--- src/pkg/rfc_cfg.svh ---
// Constants for the recovery-limit and feature-control command block
`ifndef RFC_CFG_SVH
`define RFC_CFG_SVH
// ****************************************************************
// Action, function, selection and feature codes
// ****************************************************************
`define RFC_ACT_ERC        16'h0003
`define RFC_ACT_FEAT       16'h0004
`define RFC_FN_SET         16'h0001
`define RFC_FN_GET         16'h0002
`define RFC_FN_FLAGS       16'h0003
`define RFC_SEL_READ       16'h0001
`define RFC_SEL_WRITE      16'h0002
`define RFC_FC_WCACHE      16'h0001
`define RFC_FC_REORDER     16'h0002
`define RFC_FC_TEMPLOG     16'h0003
`define RFC_WC_BY_SETF     16'h0001
`define RFC_WC_FORCE_ON    16'h0002
`define RFC_WC_FORCE_OFF   16'h0003
`define RFC_MIN_LIMIT      16'h0041
`define RFC_ESC_TIMEOUT    16'h0015
// ****************************************************************
// Task file answers
// ****************************************************************
`define RFC_ERR_OK         8'h00
`define RFC_ERR_ABRT       8'h04
`define RFC_ERR_UNC        8'h40
`define RFC_STAT_OK        8'h50
`define RFC_STAT_ERR       8'h51
// ****************************************************************
// Defaults and timing
// ****************************************************************
`define RFC_FEAT_DEFAULT   16'h0001
`define RFC_STEP_MS        100
`define RFC_CLK_MHZ        50
// ****************************************************************
// Register map (AXI4-Lite byte addresses)
// ****************************************************************
`define RFC_A_KEY0         12'h000
`define RFC_A_KEY1         12'h004
`define RFC_A_KEY2         12'h008
`define RFC_A_KEY3         12'h00c
`define RFC_A_KEY4         12'h010
`define RFC_A_ISSUE        12'h014
`define RFC_A_TFOUT        12'h018
`define RFC_A_LIMITS       12'h01c
`define RFC_A_FEAT         12'h020
`define RFC_A_ESC          12'h024
`define RFC_A_NVFEAT       12'h028
`define RFC_A_PRESET       12'h02c
`endif

--- src/pkg/rfc_pkg.sv ---
// Types for the recovery-limit and feature-control command block
`default_nettype none
package rfc_pkg;
  typedef enum logic [1:0] {RFC_IDLE, RFC_RUN} rfc_state_t;
  typedef enum logic [1:0] {RFC_K_NONQ, RFC_K_NCQ_INORD, RFC_K_NCQ_OOO, RFC_K_STREAM} rfc_kind_t;
endpackage : rfc_pkg
`default_nettype wire

--- src/hw/rfc_core.sv ---
// Recovery-limit and feature-control command interpreter with AXI4-Lite slave
`timescale 1ns/10ps
`default_nettype none
`include "rfc_cfg.svh"

module rfc_core
(
  input  wire logic        i_clock,
  input  wire logic        i_rstn,
  input  wire logic        i_hard_reset,
  input  wire logic        i_cmd_start,
  input  wire logic        i_cmd_is_write,
  input  wire logic [1:0]  i_cmd_kind,
  input  wire logic        i_cmd_exec_start,
  input  wire logic        i_cmd_done,
  input  wire logic        i_cmd_reads_ncq_log,
  input  wire logic        i_setf_wcache,
  output logic             o_cmd_abort,
  output logic             o_cmd_uncorrectable,
  output logic             o_wcache_enable,
  input  wire logic [11:0] i_awaddr,
  input  wire logic        i_awvalid,
  output logic             o_awready,
  input  wire logic [31:0] i_wdata,
  input  wire logic [3:0]  i_wstrb,
  input  wire logic        i_wvalid,
  output logic             o_wready,
  output logic [1:0]       o_bresp,
  output logic             o_bvalid,
  input  wire logic        i_bready,
  input  wire logic [11:0] i_araddr,
  input  wire logic        i_arvalid,
  output logic             o_arready,
  output logic [31:0]      o_rdata,
  output logic [1:0]       o_rresp,
  output logic             o_rvalid,
  input  wire logic        i_rready
);

  localparam int STEP_CYC = `RFC_STEP_MS * 1000 * `RFC_CLK_MHZ;

  // ****************************************************************
  // Helpers
  // ****************************************************************
  function automatic logic [31:0] merge(input logic [31:0] old, input logic [31:0] wd, input logic [3:0] st);
    logic [31:0] r;
    r = old;
    for (int b = 0; b < 4; b++)
    begin
      if (st[b])
      begin
        r[8*b +: 8] = wd[8*b +: 8];
      end
    end
    return r;
  endfunction : merge

  function automatic logic [31:0] tf_word(input logic [7:0] err, input logic [7:0] stat, input logic [15:0] v);
    return {stat, err, v[15:8], v[7:0]};
  endfunction : tf_word

  // ****************************************************************
  // State
  // ****************************************************************
  logic [15:0] key [0:4];
  logic [31:0] tfout, next_tfout;
  logic [15:0] lim_rd, next_lim_rd, lim_wr, next_lim_wr;
  logic [15:0] feat [1:3];
  logic [15:0] nvf [1:3];
  logic [15:0] optf [1:3];
  logic [15:0] next_feat [1:3];
  logic [15:0] next_nvf [1:3];
  logic [15:0] next_optf [1:3];
  logic [15:0] esc, next_esc;
  rfc_pkg::rfc_state_t st, next_st;
  logic [15:0] lim, next_lim;
  logic [15:0] steps, next_steps;
  logic [22:0] pre, next_pre;
  logic        run_wr, next_run_wr;
  logic        abort_q, next_abort_q, unc_q, next_unc_q;
  logic        hr_m, hr_s;
  logic        aw_hold, w_hold, next_aw_hold, next_w_hold;
  logic [11:0] aw_q, next_aw_q;
  logic [31:0] w_q, next_w_q;
  logic [3:0]  ws_q, next_ws_q;
  logic        bvalid, next_bvalid, rvalid, next_rvalid;
  logic [1:0]  bresp, next_bresp, rresp, next_rresp;
  logic [31:0] rdata, next_rdata;
  logic        issue;
  logic        wr_go;

  // Hard reset comes from the link side: two flops before use
  always_ff @(posedge i_clock)
  begin
    if (!i_rstn)
    begin
      hr_m <= 1'b0;
      hr_s <= 1'b0;
    end
    else
    begin
      hr_m <= i_hard_reset;
      hr_s <= hr_m;
    end
  end

  // ****************************************************************
  // AXI4-Lite slave
  // ****************************************************************
  assign o_awready = !aw_hold && !bvalid;
  assign o_wready  = !w_hold && !bvalid;
  assign o_arready = !rvalid;
  assign wr_go     = (aw_hold || i_awvalid) && (w_hold || i_wvalid) && !bvalid;
  assign o_bvalid  = bvalid;
  assign o_bresp   = bresp;
  assign o_rvalid  = rvalid;
  assign o_rresp   = rresp;
  assign o_rdata   = rdata;

  logic [11:0] wa;
  logic [31:0] wd;
  logic [3:0]  wsb;
  logic [31:0] key_m;
  always_comb
  begin
    wa  = aw_hold ? aw_q : i_awaddr;
    wd  = w_hold ? w_q : i_wdata;
    wsb = w_hold ? ws_q : i_wstrb;
    // Index clamped so an unmapped address never reads past the key words
    key_m = merge({16'h0000, key[(wa[4:2] > 3'h4) ? 3'h4 : wa[4:2]]}, wd, wsb);
    issue = wr_go && wa == `RFC_A_ISSUE && wsb[0] && wd[0];
    next_aw_hold = aw_hold;
    next_w_hold  = w_hold;
    next_aw_q = aw_q;
    next_w_q  = w_q;
    next_ws_q = ws_q;
    next_bvalid = bvalid && !i_bready;
    next_bresp  = bresp;
    if (i_awvalid && o_awready && !wr_go)
    begin
      next_aw_hold = 1'b1;
      next_aw_q = i_awaddr;
    end
    if (i_wvalid && o_wready && !wr_go)
    begin
      next_w_hold = 1'b1;
      next_w_q  = i_wdata;
      next_ws_q = i_wstrb;
    end
    if (wr_go)
    begin
      next_aw_hold = 1'b0;
      next_w_hold  = 1'b0;
      next_bvalid  = 1'b1;
      next_bresp   = (wa[1:0] == 2'h0 && (wa <= `RFC_A_ISSUE || wa == `RFC_A_PRESET)) ? 2'h0 : 2'h2;
    end
    next_rvalid = rvalid && !i_rready;
    next_rdata  = rdata;
    next_rresp  = rresp;
    if (i_arvalid && o_arready)
    begin
      next_rvalid = 1'b1;
      next_rresp  = 2'h0;
      unique case (i_araddr)
        `RFC_A_KEY0:   next_rdata = {16'h0000, key[0]};
        `RFC_A_KEY1:   next_rdata = {16'h0000, key[1]};
        `RFC_A_KEY2:   next_rdata = {16'h0000, key[2]};
        `RFC_A_KEY3:   next_rdata = {16'h0000, key[3]};
        `RFC_A_KEY4:   next_rdata = {16'h0000, key[4]};
        `RFC_A_ISSUE:  next_rdata = 32'h0000_0000;
        `RFC_A_TFOUT:  next_rdata = tfout;
        `RFC_A_LIMITS: next_rdata = {lim_wr, lim_rd};
        `RFC_A_FEAT:   next_rdata = {13'h0000, o_wcache_enable, st == rfc_pkg::RFC_RUN, run_wr, feat[1]};
        `RFC_A_ESC:    next_rdata = {16'h0000, esc};
        `RFC_A_NVFEAT: next_rdata = {nvf[2], nvf[1]};
        default:
        begin
          next_rdata = 32'h0000_0000;
          next_rresp = 2'h2;
        end
      endcase
    end
  end

  // ****************************************************************
  // Key-sector command execution and recovery timers
  // ****************************************************************
  logic [15:0] k_act, k_fn, k_sel, k_val, k_opt;
  logic        fc_ok;
  logic        timed;
  always_comb
  begin
    k_act = key[0];
    k_fn  = key[1];
    k_sel = key[2];
    k_val = key[3];
    k_opt = key[4];
    fc_ok = k_sel == `RFC_FC_WCACHE || k_sel == `RFC_FC_REORDER || k_sel == `RFC_FC_TEMPLOG;
    next_tfout  = tfout;
    next_lim_rd = lim_rd;
    next_lim_wr = lim_wr;
    next_feat = feat;
    next_nvf  = nvf;
    next_optf = optf;
    next_esc  = esc;
    if (issue)
    begin
      next_tfout = tf_word(`RFC_ERR_ABRT, `RFC_STAT_ERR, 16'h0000);
      if (k_act == `RFC_ACT_ERC && (k_sel == `RFC_SEL_READ || k_sel == `RFC_SEL_WRITE))
      begin
        if (k_fn == `RFC_FN_SET && k_val >= `RFC_MIN_LIMIT)
        begin
          if (k_sel == `RFC_SEL_READ)
            next_lim_rd = k_val;
          else
            next_lim_wr = k_val;
          next_tfout = tf_word(`RFC_ERR_OK, `RFC_STAT_OK, 16'h0000);
        end
        else if (k_fn == `RFC_FN_GET)
        begin
          next_tfout = tf_word(`RFC_ERR_OK, `RFC_STAT_OK, k_sel == `RFC_SEL_READ ? lim_rd : lim_wr);
        end
      end
      else if (k_act == `RFC_ACT_FEAT && fc_ok)
      begin
        if (k_fn == `RFC_FN_SET)
        begin
          next_feat[k_sel[1:0]] = k_val;
          next_optf[k_sel[1:0]] = {15'h0000, k_opt[0]};
          if (k_opt[0])
            next_nvf[k_sel[1:0]] = k_val;
          next_tfout = tf_word(`RFC_ERR_OK, `RFC_STAT_OK, 16'h0000);
        end
        else if (k_fn == `RFC_FN_GET)
          next_tfout = tf_word(`RFC_ERR_OK, `RFC_STAT_OK, feat[k_sel[1:0]]);
        else if (k_fn == `RFC_FN_FLAGS)
          next_tfout = tf_word(`RFC_ERR_OK, `RFC_STAT_OK, optf[k_sel[1:0]]);
      end
    end
    if (hr_s)
    begin
      next_lim_rd = 16'h0000;
      next_lim_wr = 16'h0000;
      next_feat = nvf;
    end
    // Command start clears the status unless the command reads the NCQ log; the timeout set below wins
    if (i_cmd_start && !i_cmd_reads_ncq_log)
      next_esc = 16'h0000;
    next_st = st;
    next_lim = lim;
    next_steps = steps;
    next_pre = pre;
    next_run_wr = run_wr;
    next_abort_q = 1'b0;
    next_unc_q = 1'b0;
    timed = i_cmd_kind == rfc_pkg::RFC_K_NONQ || i_cmd_kind == rfc_pkg::RFC_K_NCQ_INORD;
    unique case (st)
      rfc_pkg::RFC_IDLE:
      begin
        // Non-queued: from arrival; in-order queued: from execution start
        if (((i_cmd_start && i_cmd_kind == rfc_pkg::RFC_K_NONQ) ||
             (i_cmd_exec_start && i_cmd_kind == rfc_pkg::RFC_K_NCQ_INORD)) && timed &&
            (i_cmd_is_write ? lim_wr : lim_rd) != 16'h0000 && !i_cmd_done)
        begin
          next_st = rfc_pkg::RFC_RUN;
          next_lim = i_cmd_is_write ? lim_wr : lim_rd;
          next_run_wr = i_cmd_is_write;
          next_steps = 16'h0000;
          next_pre = 23'h000000;
        end
      end
      rfc_pkg::RFC_RUN:
      begin
        if (i_cmd_done || hr_s)
          next_st = rfc_pkg::RFC_IDLE;
        else if (pre == 23'(STEP_CYC - 1))
        begin
          next_pre = 23'h000000;
          next_steps = steps + 16'h0001;
          if (steps + 16'h0001 == lim)
          begin
            next_st = rfc_pkg::RFC_IDLE;
            next_abort_q = run_wr;
            next_unc_q = !run_wr;
            next_esc = `RFC_ESC_TIMEOUT;
          end
        end
        else
          next_pre = pre + 23'h000001;
      end
    endcase
  end

  // Write cache follows set-features unless forced
  always_comb
  begin
    unique case (feat[1])
      `RFC_WC_FORCE_ON:  o_wcache_enable = 1'b1;
      `RFC_WC_FORCE_OFF: o_wcache_enable = 1'b0;
      default:           o_wcache_enable = i_setf_wcache;
    endcase
  end
  assign o_cmd_abort = abort_q;
  assign o_cmd_uncorrectable = unc_q;

  // ****************************************************************
  // Registers
  // ****************************************************************
  always_ff @(posedge i_clock)
  begin
    if (!i_rstn)
    begin
      for (int i = 0; i < 5; i++)
        key[i] <= 16'h0000;
      for (int i = 1; i < 4; i++)
      begin
        feat[i] <= `RFC_FEAT_DEFAULT;
        nvf[i]  <= `RFC_FEAT_DEFAULT;
        optf[i] <= 16'h0000;
      end
      tfout <= 32'h0000_0000;
      lim_rd <= 16'h0000;
      lim_wr <= 16'h0000;
      esc <= 16'h0000;
      st <= rfc_pkg::RFC_IDLE;
      lim <= 16'h0000;
      steps <= 16'h0000;
      pre <= 23'h000000;
      run_wr <= 1'b0;
      abort_q <= 1'b0;
      unc_q <= 1'b0;
      aw_hold <= 1'b0;
      w_hold <= 1'b0;
      aw_q <= 12'h000;
      w_q <= 32'h0000_0000;
      ws_q <= 4'h0;
      bvalid <= 1'b0;
      bresp <= 2'h0;
      rvalid <= 1'b0;
      rresp <= 2'h0;
      rdata <= 32'h0000_0000;
    end
    else
    begin
      if (wr_go && wa[1:0] == 2'h0 && wa <= `RFC_A_KEY4)
        key[wa[4:2]] <= key_m[15:0];
      if (wr_go && wa == `RFC_A_PRESET && wsb[0] && wd[0])
      begin
        // Power-up preset: models a power cycle of the non-volatile copy
        for (int i = 1; i < 4; i++)
          nvf[i] <= `RFC_FEAT_DEFAULT;
      end
      else
        nvf <= next_nvf;
      feat <= next_feat;
      optf <= next_optf;
      tfout <= next_tfout;
      lim_rd <= next_lim_rd;
      lim_wr <= next_lim_wr;
      esc <= next_esc;
      st <= next_st;
      lim <= next_lim;
      steps <= next_steps;
      pre <= next_pre;
      run_wr <= next_run_wr;
      abort_q <= next_abort_q;
      unc_q <= next_unc_q;
      aw_hold <= next_aw_hold;
      w_hold <= next_w_hold;
      aw_q <= next_aw_q;
      w_q <= next_w_q;
      ws_q <= next_ws_q;
      bvalid <= next_bvalid;
      bresp <= next_bresp;
      rvalid <= next_rvalid;
      rresp <= next_rresp;
      rdata <= next_rdata;
    end
  end

endmodule : rfc_core
`default_nettype wire

--- config.mk ---
export PLATFORM = sky130hd
export DESIGN_NAME = rfc_core
export DESIGN_NICKNAME = d
export VERILOG_FILES = /design/src/pkg/rfc_pkg.sv /design/src/hw/rfc_core.sv
export VERILOG_INCLUDE_DIRS = /design/src /design/src/pkg
export SDC_FILE = /design/constraint.sdc
export NUM_CORES = 1
export LEC_CHECK = 0
export BUFFER_PORTS_ARGS = -buffer_cell sky130_fd_sc_hd__buf_2
export CAP_MARGIN = 15
export CELL_PAD_IN_SITES_DETAIL_PLACEMENT = 1
export CELL_PAD_IN_SITES_GLOBAL_PLACEMENT = 2
export CORE_MARGIN = 4
export CORE_UTILIZATION = 38
export DETAILED_ROUTE_END_ITERATION = 16
export GPL_ROUTABILITY_DRIVEN = 0
export PLACE_DENSITY = 0.9
export SLEW_MARGIN = 20
export SYNTH_ARGS = -nofsm -noshare
export SYNTH_HDL_FRONTEND = slang
export SYNTH_SLANG_ARGS = --single-unit
export TNS_END_PERCENT = 1
--- constraint.sdc ---
create_clock -name i_clock -period 3.68 [get_ports i_clock]
set_clock_uncertainty 0.15 [all_clocks]
set_input_delay 0.184 -clock i_clock [delete_from_list [all_inputs] [get_ports i_clock]]
set_output_delay 0.184 -clock i_clock [all_outputs]
set_load 0.05 [all_outputs]
# == After elaboration in Yosys (flattened, before gate mapping) ==
# Memories as Yosys holds them, arrays and structs flattened.
# Index checks and enable logic that the tools add are counted.
# word_totals
ram_bits,80
memories,1
reg_bits,356
output_inout_bits,44
elab_cells,213
inputBits,76
# classes
n_reduce_logical,71
eq_ne,32
magnitude_cmp,6
n_mux,62
n_addsub,2
bitwise_logic,7
# memory_table
name,words,width,rd,rd_clocked_by_memory_dff,wr,line,source
key,5,16,6,0,5,rfc_core.sv:65,logic [15:0] key [0:4];
# ops
op,n
case mux 32 bit (10 select lines),1
two-way mux 16 bit,17
two-way mux 48 bit,5
two-way mux 25 bit,6
bitwise mux 48 bit,3
"== test 16 x 2 -> 1 bit, second input constant",7
two-way mux 23 bit,3
binary-select mux 16 bit (select 2 bit),2
"== test 12 x 5 -> 1 bit, second input constant",5
"== test 12 x 6 -> 1 bit, second input constant",4
case mux 23 bit (2 select lines),1
demux 16 bit (select 2 bit),1
"== test 16 x 1 -> 1 bit, second input constant",2
two-way mux 32 bit,1
case mux 16 bit (2 select lines),1
logical AND 1 bit,30
"== test 12 x 4 -> 1 bit, second input constant",2
"less-or-equal comparator 12 x 5 -> 1 bit, second input constant",2
"adder 23 x 1 -> 23 bit, second input constant",1
"== test 23 bit, second input constant",1
"adder 16 x 1 -> 16 bit, second input constant",1
== test 16 bit,1
"== test 16 x 3 -> 1 bit, second input constant",1
"greater-or-equal comparator 16 x 7 -> 1 bit, second input constant",1
other kinds (31),81

# == Longest topological paths before layout ==
# Gate-level depths: netlist of the first run.
# An unclocked memory read counts as a cell.
# logic_depth
word_depth,12
mapped_depth,11
mapped_depth_nobuf,8

# == Worst setup path before layout of the first run ==
# OpenSTA, ideal clock, no wires.
# synth_timing
path_type,register to register
startpoint,register aw_hold
endpoint,memory key[0][0] (enable)
required_ps,3158
arrival_time_ps,2404
setup_ps,372
n_path_buf,3
stages_incl_launch_ff,11
synth_period_minus_slack_ps,2926
slack_ps,754
cell_sequence,dfxtp_1 > buf_4 > or4_1 > o22ai_2 > nand3_1 > nor2_1 > and2_1 > buf_4 > nand4_4 > buf_2 > nand2_1
# synth_rtl
item,line,source
start: declaration,rfc_core.sv:82,"logic aw_hold, w_hold, next_aw_hold, next_w_hold;"
start signal: assignment,rfc_core.sv:368,aw_hold <= next_aw_hold;
end: declaration,rfc_core.sv:65,

# == Worst setup path after layout of the first run ==
# layout_timing
startpoint,register steps[0]
endpoint,register st[0]
# layout_via
elab_chain_len,4
# layout_lines
item,line,source
start: declaration,rfc_core.sv:77,"logic [15:0] steps, next_steps;"
start signal: assignment,rfc_core.sv:363,steps <= next_steps;
adder 16 x 1 -> 16 bit,rfc_core.sv:280,if (steps + 16'h0001 == lim)
== test 16 bit,rfc_core.sv:280,
inequality test 3 x 1 -> 1 bit (no line),--,
AND reduction 3 bit (no line),--,
end signal: assignment,rfc_core.sv:325,st <= rfc_pkg::RFC_IDLE;
end signal: assignment,rfc_core.sv:361,st <= next_st;
end: declaration,rfc_core.sv:75,"rfc_pkg::rfc_state_t st, next_st;"
# No other way between the ends.
# A chain may end at the register's enable or synchronous reset.

==> run metrics, run 1 <==
Post-synth EDFFs=80; Worst-Margin Slew=1.04 ns; minimum clock period=3.51 ns; maximum vdd ir drop=0.000338 V; most frequent cells in the layout=dfxtp_1 (294), nor2_1 (286), nand2_1 (258); vias per inst=5.95; RSZ-0062 raised after global routing=false; CTS H-tree lvls=2; Routed WL=69.6 mm; dpl ws=0.370 ns; Syn Area/Cell=8.65 um2; DRT iter0 DRCs=1736; filler instances=5599; status=completed; Post-route DRC=0; Area Overhead vs Synth=16.3%; largest net degree at the start of global routing=49; ant diodes=0; via count=17400; clk buf depth=3; critical path cell sequence=ha_1 > nand3_1 > or4_4 > xnor2_1 > o211ai_1 > nor4b_2 > nor3_1 > o21a_1 > dlygate4sd3_1; Synth Instances=2154; maximum clock rate=285 MHz; Async SR Flop Fraction=0%; share of layout cells above drive strength 1=14.6%; CP Capture Type=flip-flop; IO buf count=99; Final #Nets=2313; final worst setup slack=0.174 ns; Fin. Hold Viols=0; Slew headroom=30.5%; R2R Setup Slk=0.17 ns; final antenna-violating net count=0; TritonCTS buffer count=43; dominant synthesized flop cell=dfxtp_1; Max stage delay on crit path=0.61 ns; post-DP HPWL=49.9 mm; GRT Overall Usage=25.6%; Buf+Inv Stages, Crit Path=1; PD cells=451 mW/mm2; Initial DRT Pass Iterations=7; Setup CP Type=flip-flop to flip-flop; Warnings, synthesis=0; Worst Setup Start Kind=flip-flop; die width=229 um; total of max-cap violations=0; Lkg Pwr=0.00815 uW; delay-heaviest family, CP=simple AND/OR/NAND/NOR gates; clock sink total=374; part of the cycle the worst path needs=95.3%; initial antenna violation count=1; clk_lat worst skew=0.58 ns; clk root buf=clkbuf_16; Final setup viols=0; Routed WL per cell=23.8 um; register area share after synthesis=44.5%; Initial Utilization=38.7%; grt total ovfl=0; Yosys cell types=81; number of global-route vias before repair=17900; first-pass GRT wire length=107 mm; CP max-delay cell=or4_4; Die Y=229 um; Core ar.=0.0481 mm2; peak fanout along the critical path=7; Critical Path RT=3.99 ns; I/O pin count=120; CTS clk-pin slew, worst paths=0.06 ns; Setup TNS Final=0 ns; Min-Delay Path Class=input port to flip-flop; Post-CTS Setup Bufs=0; Site Rows=80; Post-Syn Area=0.0186 mm2; crit path DAT=3.82 ns; Seq cells post-synth=374; CTS tree=done; leading cell type in the layout, fill and taps excluded=dfxtp_1; die area=0.0527 mm2; Final Core Density=45.0%; Slew Viols, Final=0
## where the power goes
group          internal (uW)  leakage [uW]  switching (uW)
clock network           2760      0.000736            1800
logic                    275       0.00420             547
registers               4270       0.00321             116
## registers in the layout, indices dropped and copies added, names as in the netlist, 18 cells and up
register	count
feat	48
key	80
nvf	48
o_rdata	32
pre	23
tfout	18
## Yosys cell counts (16+ instances only)
cell | number | area, um2
o21ai_1 | 21 | 105
mux2_2 | 50 | 563
nand2_1 | 258 | 968
o21ai_0 | 95 | 475
nand4_1 | 17 | 106
buf_2 | 31 | 155
dfxtp_1 | 294 | 5890
a21oi_1 | 166 | 831
a211oi_1 | 34 | 255
a22o_1 | 20 | 175
nor2_1 | 286 | 1070
clkbuf_1 | 115 | 432
a22oi_1 | 31 | 233
a31oi_1 | 54 | 338
o22ai_1 | 16 | 100
nand3_1 | 94 | 470
mux2i_1 | 118 | 1180
and2_1 | 16 | 100
nor4_1 | 34 | 213
nand2b_1 | 20 | 125
nor3_1 | 30 | 150
xnor2_1 | 35 | 307
edfxtp_1 | 80 | 2400
## through the flow
step                total power [uW]  instance area [um2]  instances  hold WS, ns
global placement                5210                19800       2804        0.222
finish                          9770                21700       2923       0.0633
global route                   10100                21700       2923       0.0839
CTS                             9830                21700       2923       0.0339
detailed placement              5240                19800       2804        0.231
floorplan                       4930                18600       2155        0.134
## cell families after synthesis
family	share of synthesized area, %
simple gates	22.3
other cells	0.0201
flops	44.5
xor+xnor	2.07
fa+ha+maj	0.134
compound gates	17.1
buf+inv	4.38
mux	9.48
## worst paths after layout
kind / start / end / cells past startpoint
worst min-delay path: i_cmd_is_write / run_wr / 3
worst max register to register: steps[0] / st[0] / 9
worst max-delay path: steps[0] / st[0] / 9
worst min register to register: hr_m / hr_s / 1
## repair_timing
item                                    CTS  global route
hold buffers                             42             0
resized for setup                         0             1
endpoints found under the hold margin    53             0
endpoints found under the setup margin    0             1
## tightest hold or removal path, stage by stage
cell and delay, ns:
buf_2 0.29, a21oi_1 0.21, nor2_1 0.05
## cell type report
class | count | area, um2 | share of cell area [%]
Timing Repair Buffer | 208 | 1450 | 6.67
Clock buffer | 57 | 1220 | 5.63
Inverter | 16 | 60.1 | 0.277
Clock inverter | 20 | 272 | 1.25
Tap cell | 656 | 821 | 3.78
Multi-Input combinational cell | 1592 | 9580 | 44.2
Sequential cell | 374 | 8290 | 38.2
## metal layers
metal	part of all wire, %	vias up	GRT usage, %
met4	4.9	2	12.1
met2	47	629	42.7
met3	6.5	173	4.22
li1	-	7933	-
met5	0.019	-	0
met1	41	8663	32.5
Note: power is estimated with default switching activity, not from simulation.
==> inputs of run 2 (changes only) <==
--- a/config.mk
+++ b/config.mk
@@ -14,6 +14,7 @@
 export CORE_UTILIZATION = 38
 export DETAILED_ROUTE_END_ITERATION = 16
 export GPL_ROUTABILITY_DRIVEN = 0
+export GPL_TIMING_DRIVEN = 0
 export PLACE_DENSITY = 0.9
 export SLEW_MARGIN = 20
 export SYNTH_ARGS = -nofsm -noshare
==> run 2 against run 1 <==
  * First-iteration DRC count down 2.2%
  * Highest routed layer unchanged
  * Critical endpoint is now nvf[3]
  * Register-to-register slack improved by 0.06 ns
  * Count of clock-buffer cells in the layout rose by 8
==> run metrics, run 2 (synthesized netlist as in run 1, its figures left out) <==
status=completed; CTS clk-pin slew, worst paths=0.06 ns (about the same); DRT iter0 DRCs=1698 (-2.2%); worst hold slack=0.104 ns (+0.0408 ns); Setup CP Type=flip-flop to flip-flop; post-DP HPWL=57.0 mm (+14%); Final Core Density=45.4% (+0.38 points); CP Capture Type=flip-flop; final antenna-violating net count=0 (unchanged); TritonCTS buffer count=45 (+4.7%); ant diodes=0 (unchanged); share of layout cells above drive strength 1=12.9% (-1.7 points); CP max-delay cell=nor3b_1; die width=229 um (unchanged); die area=0.0527 mm2 (unchanged); peak fanout along the critical path=10 (+3); largest net degree at the start of global routing=17 (-65%); clock sink total=374 (unchanged); most frequent cells in the layout=dfxtp_1 (294), nor2_1 (286), nand2_1 (254); filler instances=5688 (+1.6%); Die Y=229 um (unchanged); clk root buf=clkbuf_16; Fin. Hold Viols=0 (unchanged); maximum vdd ir drop=0.000351 V (+3.7%); number of global-route vias before repair=18700 (+4.9%); Post-route DRC=0 (unchanged); Post-CTS Setup Bufs=0 (unchanged); leading cell type in the layout, fill and taps excluded=dfxtp_1; CTS tree=done; Initial Utilization=38.7% (unchanged); Reg with most FFs=key; maximum clock rate=290 MHz (+1.7%); Slew Viols, Final=0 (unchanged); initial antenna violation count=2 (+1); Routed WL=76.4 mm (+9.8%); biggest regs=key (80), feat (48), nvf (48); Area Overhead vs Synth=17.3%; max FFs per register=80 (unchanged); critical path cell sequence=buf_4 > clkbuf_1 > nor3b_1 > o21ai_1 > o41ai_2 > buf_2 > buf_2 > nor2_1; crit path DAT=3.76 ns (-0.06 ns); Initial DRT Pass Iterations=6 (-1); Final #Nets=2422 (+4.7%); cell mode on critical path=buf_2; Min-Delay Path Class=input port to flip-flop; part of the cycle the worst path needs=93.7% (-1.6 points); Final setup viols=0 (unchanged); Worst Setup Start Kind=flip-flop; met2 usage=46.2% (+3.5 points); minimum clock period=3.45 ns (-0.0575 ns); Routed WL per cell=25.2 um (+5.7%); met3 Use GR=5.42% (+1.2 points); met1 Use GR=34.6% (+2.0 points); PD cells=443 mW/mm2 (-1.8%); Max stage delay on crit path=0.83 ns (+0.22 ns); first-pass GRT wire length=114 mm (+7.0%); CTS H-tree lvls=2 (unchanged); Core ar.=0.0481 mm2 (unchanged); grt total ovfl=0 (unchanged); RSZ-0062 raised after global routing=false; IO buf count=97 (-2.0%); total of max-cap violations=0 (unchanged); Slew headroom=19.1% (-11 points); GRT Overall Usage=28.1% (+2.4 points); Buf+Inv Stages, Crit Path=4 (+3); vias per inst=5.96 (+0.20%); clk buf depth=3 (unchanged); clk_lat worst skew=0.60 ns (+0.02 ns); Lkg Pwr=0.00812 uW (-0.30%); Site Rows=80 (unchanged); via count=18100 (+4.0%); GRT busiest layer=met2; Worst-Margin Slew=1.21 ns (+0.171 ns); I/O pin count=120 (unchanged); Critical Path RT=3.99 ns (about the same); delay-heaviest family, CP=buffers and inverters
==> run 2: worst register-to-register path: cells and delay by family, from the launching register on <==
family | cells | cell delay [ns]
buffers and inverters | 4 | 1.10
and+or+nand+nor | 2 | 0.92
AOI/OAI and AO/OA | 2 | 0.85
DFF | 1 | 0.30
==> run 2: area by class of cell <==
cell class | instances | area (um2) | area share [%]
Inverter | 16 | 60.1 | 0.275
Sequential cell | 374 | 8290 | 37.9
Timing Repair Buffer | 142 | 936 | 4.28
Clock inverter | 17 | 194 | 0.887
Clock buffer | 65 | 1250 | 5.72
Multi-Input combinational cell | 1592 | 9560 | 43.7
Tap cell | 656 | 821 | 3.75
Buffer | 173 | 762 | 3.48
==> run 2: timing repair <==
| item | CTS | global route |
|---|---|---|
| hold endpoints to repair | 40 | 0 |
| setup endpoints to repair | 16 | 59 |
| gates resized for setup | 1 | 7 |
| hold buffers | 45 | 0 |
==> run 2: layer usage <==
metal	part of all wire, %	vias up
li1	-	8135
met1	40	8953
met2	46	748
met3	8.0	265
met4	6.5	2
met5	0.017	-
==> run 2: power by group <==
part,internal (uW),switching [uW]
sequential,4270,90.1
combinational,279,613
clock,2580,1850
==> run 2: metrics by stage <==
step	cells	TNS, ns	worst slack [ns]	power [uW]	area [um2]
floorplan	2155	0	0.754	4930	18600
global placement	2908	-41.47	-0.529	5250	20000
detailed placement	2908	-2.16	-0.137	5280	20000
CTS	3035	0	0.0132	9720	21900
global route	3035	0	0.000572	9990	21900
finish	3035	0	0.231	9680	21900
==> run 2: worst paths after layout <==
| kind | start | end | slack, ns | cells after the start |
|---|---|---|---|---|
| worst max-delay path | aw_hold | nvf[3] | 0.23 | 8 |
| worst min-delay path | i_awvalid | o_bvalid | 0.10 | 5 |
| worst max register to register | aw_hold | nvf[3] | 0.23 | 8 |
| worst min register to register | o_rdata[9] | o_rdata[9] | 0.30 | 1 |
==> inputs of run 3 (changes only) <==
--- a/config.mk
+++ b/config.mk
@@ -6,12 +6,13 @@
 export SDC_FILE = /design/constraint.sdc
 export NUM_CORES = 1
 export LEC_CHECK = 0
+export ABC_AREA = 1
 export BUFFER_PORTS_ARGS = -buffer_cell sky130_fd_sc_hd__buf_2
 export CAP_MARGIN = 15
 export CELL_PAD_IN_SITES_DETAIL_PLACEMENT = 1
 export CELL_PAD_IN_SITES_GLOBAL_PLACEMENT = 2
 export CORE_MARGIN = 4
-export CORE_UTILIZATION = 38
+export CORE_UTILIZATION = 35
 export DETAILED_ROUTE_END_ITERATION = 16
 export GPL_ROUTABILITY_DRIVEN = 0
 export GPL_TIMING_DRIVEN = 0
==> run 3 against run 2 <==
  * Core utilization fell by 3.7 points
  * Synthesized cell count rose by 28%
  * Sequential share of layout area decreased by 1.1 points
  * Register-to-register slack better by 0.07 ns
  * Fmax rose by 2.1%
  * Combinational power decreased by 0.9%
  * Clock power increased by 8.4%
  * Count of clock-buffer cells in the layout grew 6
  * Die area up 11%
  * Critical path type unchanged
==> run metrics, run 3 <==
largest area contributor in the netlist=dfxtp_1; die width=242 um (+5.5%); maximum vdd ir drop=0.000347 V (-1.0%); Tot Pwr=10000 uW (+3.6%); die area=0.0586 mm2 (+11%); PD cells=446 mW/mm2 (+0.66%); CP max-delay cell=nor2_2; Die Y=242 um (+5.5%); minimum clock period=3.38 ns (-0.0715 ns); Seq cells post-synth=374 (unchanged); Post-synth EDFFs=80 (unchanged); number of global-route vias before repair=20800 (+11%); Area Overhead vs Synth=17.4%; delay-heaviest family, CP=simple AND/OR/NAND/NOR gates; leading cell type in the layout, fill and taps excluded=nand2_1; DRT iter0 DRCs=1782 (+4.9%); GRT Overall Usage=27.5% (-0.63 points); CP Capture Type=flip-flop; Warnings, synthesis=0 (unchanged); largest net degree at the start of global routing=17 (unchanged); Initial Utilization=35.5% (-3.2 points); CTS H-tree lvls=2 (unchanged); cell count after placement=3547 (+22%); CTS tree=done; Yosys cell types=48 (-41%); IO buf count=99 (+2.1%); peak fanout along the critical path=16 (+6); most frequent cells in the layout=nand2_1 (597), nor2_1 (356), inv_1 (327); Core ar.=0.0540 mm2 (+12%); Final setup viols=0 (unchanged); Final #Nets=3017 (+25%); Final Core Density=41.7% (-3.7 points); Synth Area in XOR/XNOR=1.09% (-0.98 points); dominant synthesized flop cell=dfxtp_1; RSZ-0062 raised after global routing=false; I/O pin count=120 (unchanged); Setup CP Type=flip-flop to flip-flop; Site Rows=85 (+6.3%); Worst-Margin Slew=1.11 ns (-0.106 ns); Reg with most FFs=key; Routed WL=83.5 mm (+9.3%); Min-Delay Path Class=input port to flip-flop; top cell type's share of synthesized area=30.7% (-0.88 points); first-pass GRT wire length=126 mm (+9.8%); max FFs per register=80 (unchanged); critical path cell sequence=buf_4 > nand2_1 > nand2_1 > clkbuf_1 > nor2_2 > o211ai_1 > nor2_2 > nand4_1 > buf_2 > nand2_2; Worst Setup Start Kind=flip-flop; simple-gate share of the synthesized area=27.5% (+5.2 points); Post-route DRC=0 (unchanged); Synth Instances=2751 (+28%); vias per inst=5.55 (-7.0%); clk_lat worst skew=0.60 ns (about the same); Synth Area in Compound Gates=18.2% (+1.1 points); Setup TNS Final=0 ns (unchanged); grt total ovfl=0 (unchanged); Post-Syn Area=0.0192 mm2 (+2.9%); Initial DRT Pass Iterations=6 (unchanged); clk root buf=clkbuf_16; register area share after synthesis=43.2% (-1.2 points); multiplexer share of the synthesized area=0% (-9.5 points); Critical Path RT=3.77 ns (-0.22 ns); top-count cell post-synth=nand2_1; TritonCTS buffer count=47 (+4.4%); Slew headroom=25.7% (+6.6 points); clk buf depth=3 (unchanged); final antenna-violating net count=0 (unchanged); Area after DPL=0.0205 mm2 (+3.0%); Max stage delay on crit path=0.39 ns (-0.44 ns); CTS clk-pin slew, worst paths=0.06 ns (about the same); Routed WL per cell=22.7 um (-9.7%); Syn Area/Cell=6.97 um2 (-19%); post-route cell area=0.0225 mm2 (+3.0%); Buf+Inv Stages, Crit Path=3 (-1); via count=20400 (+13%); Post-synth top cells=nand2_1 (602), nor2_1 (357), inv_1 (327), dfxtp_1 (294), a21oi_1 (232); total of max-cap violations=0 (unchanged); status=completed; Post-Synth Adder-Cell Area=0.131% (-0.0037 points); biggest regs=key (80), feat (48), nvf (48); Fin. Hold Viols=0 (unchanged); Async SR Flop Fraction=0% (unchanged); initial antenna violation count=3 (+1); top cells by area, synth=dfxtp_1 (31%), edfxtp_1 (13%), nand2_1 (12%); clock sink total=374 (unchanged); Layout Cells excl Fill=3674 (+21%); post-DP HPWL=64.5 mm (+13%); maximum clock rate=296 MHz (+2.1%); Slew Viols, Final=0 (unchanged); largest family of logic cells by synthesized area=simple AND/OR/NAND/NOR gates; part of the cycle the worst path needs=91.8% (-1.9 points); Lkg Pwr=0.00906 uW (+11%); crit path DAT=3.46 ns (-0.30 ns); share of layout cells above drive strength 1=7.73% (-5.1 points)
-- run 3: report_power, final --
part	total, uW	internal [uW]	switching [uW]	leakage (uW)
Clock	4800	2870	1930	0.000766
Sequential	4350	4270	84.4	0.00320
Combinational	884	233	651	0.00509
Total	10000	7370	2660	0.00906
-- run 3: metrics by stage --
step                hold slack (ns)  setup WS (ns)
floorplan                     0.132          0.976
global placement              0.252         0.0715
detailed placement            0.256       -0.00518
CTS                          0.0134        0.00226
global route                  0.102         0.0750
finish                       0.0432          0.303
-- run 3: cells by family after synthesis --
| group | Yosys count |
|---|---|
| buf+inv | 485 |
| compound gates | 616 |
| flops | 374 |
| other cells | 1 |
| simple gates | 1257 |
| xor+xnor | 16 |
| fa+ha+maj | 2 |
-- run 3: routing by layer --
metal | up-vias | track usage [%] | routed length, um
met1 | 9961 | 35.0 | 35300
met4 | 2 | 13.3 | 4500
met3 | 196 | 4.67 | 5760
met5 | - | 0 | 13
li1 | 9529 | - | -
met2 | 702 | 45.3 | 38000
-- run 3: what timing repair did --
| action | 4_1_cts | 5_1_grt |
|---|---|---|
| pin swaps | 0 | 0 |
| buffers inserted | 0 | 0 |
| endpoints found under the setup margin | 43 | 79 |
| hold buffers | 39 | 0 |
| resized for setup | 3 | 3 |
| endpoints found under the hold margin | 34 | 0 |
-- run 3: final cells by class --
cell class	count	area (um2)
Fill cell	6883	31500
Multi-Input combinational cell	1893	9020
Sequential cell	374	8290
Clock buffer	71	1390
Inverter	337	1260
Timing Repair Buffer	138	886
Tap cell	696	871
Buffer	148	621
Clock inverter	16	176
Antenna cell	1	2.50
-- run 3: path summary, 6_finish.rpt --
| kind | slack, ns | cells past startpoint | start | to |
|---|---|---|---|---|
| worst max-delay path | 0.30 | 10 | aw_hold | key[1][5] |
| worst min-delay path | 0.04 | 5 | i_wvalid | o_bresp[1] |
| worst max register to register | 0.30 | 10 | aw_hold | key[1][5] |
| worst min register to register | 0.27 | 2 | hr_m | hr_s |
-- run 3: tightest hold or removal path, cell delays in order --
cell and delay [ns]:
buf_2 0.10, nor2_1 0.15, nor3_2 0.09, o21ai_0 0.15, a31oi_1 0.06
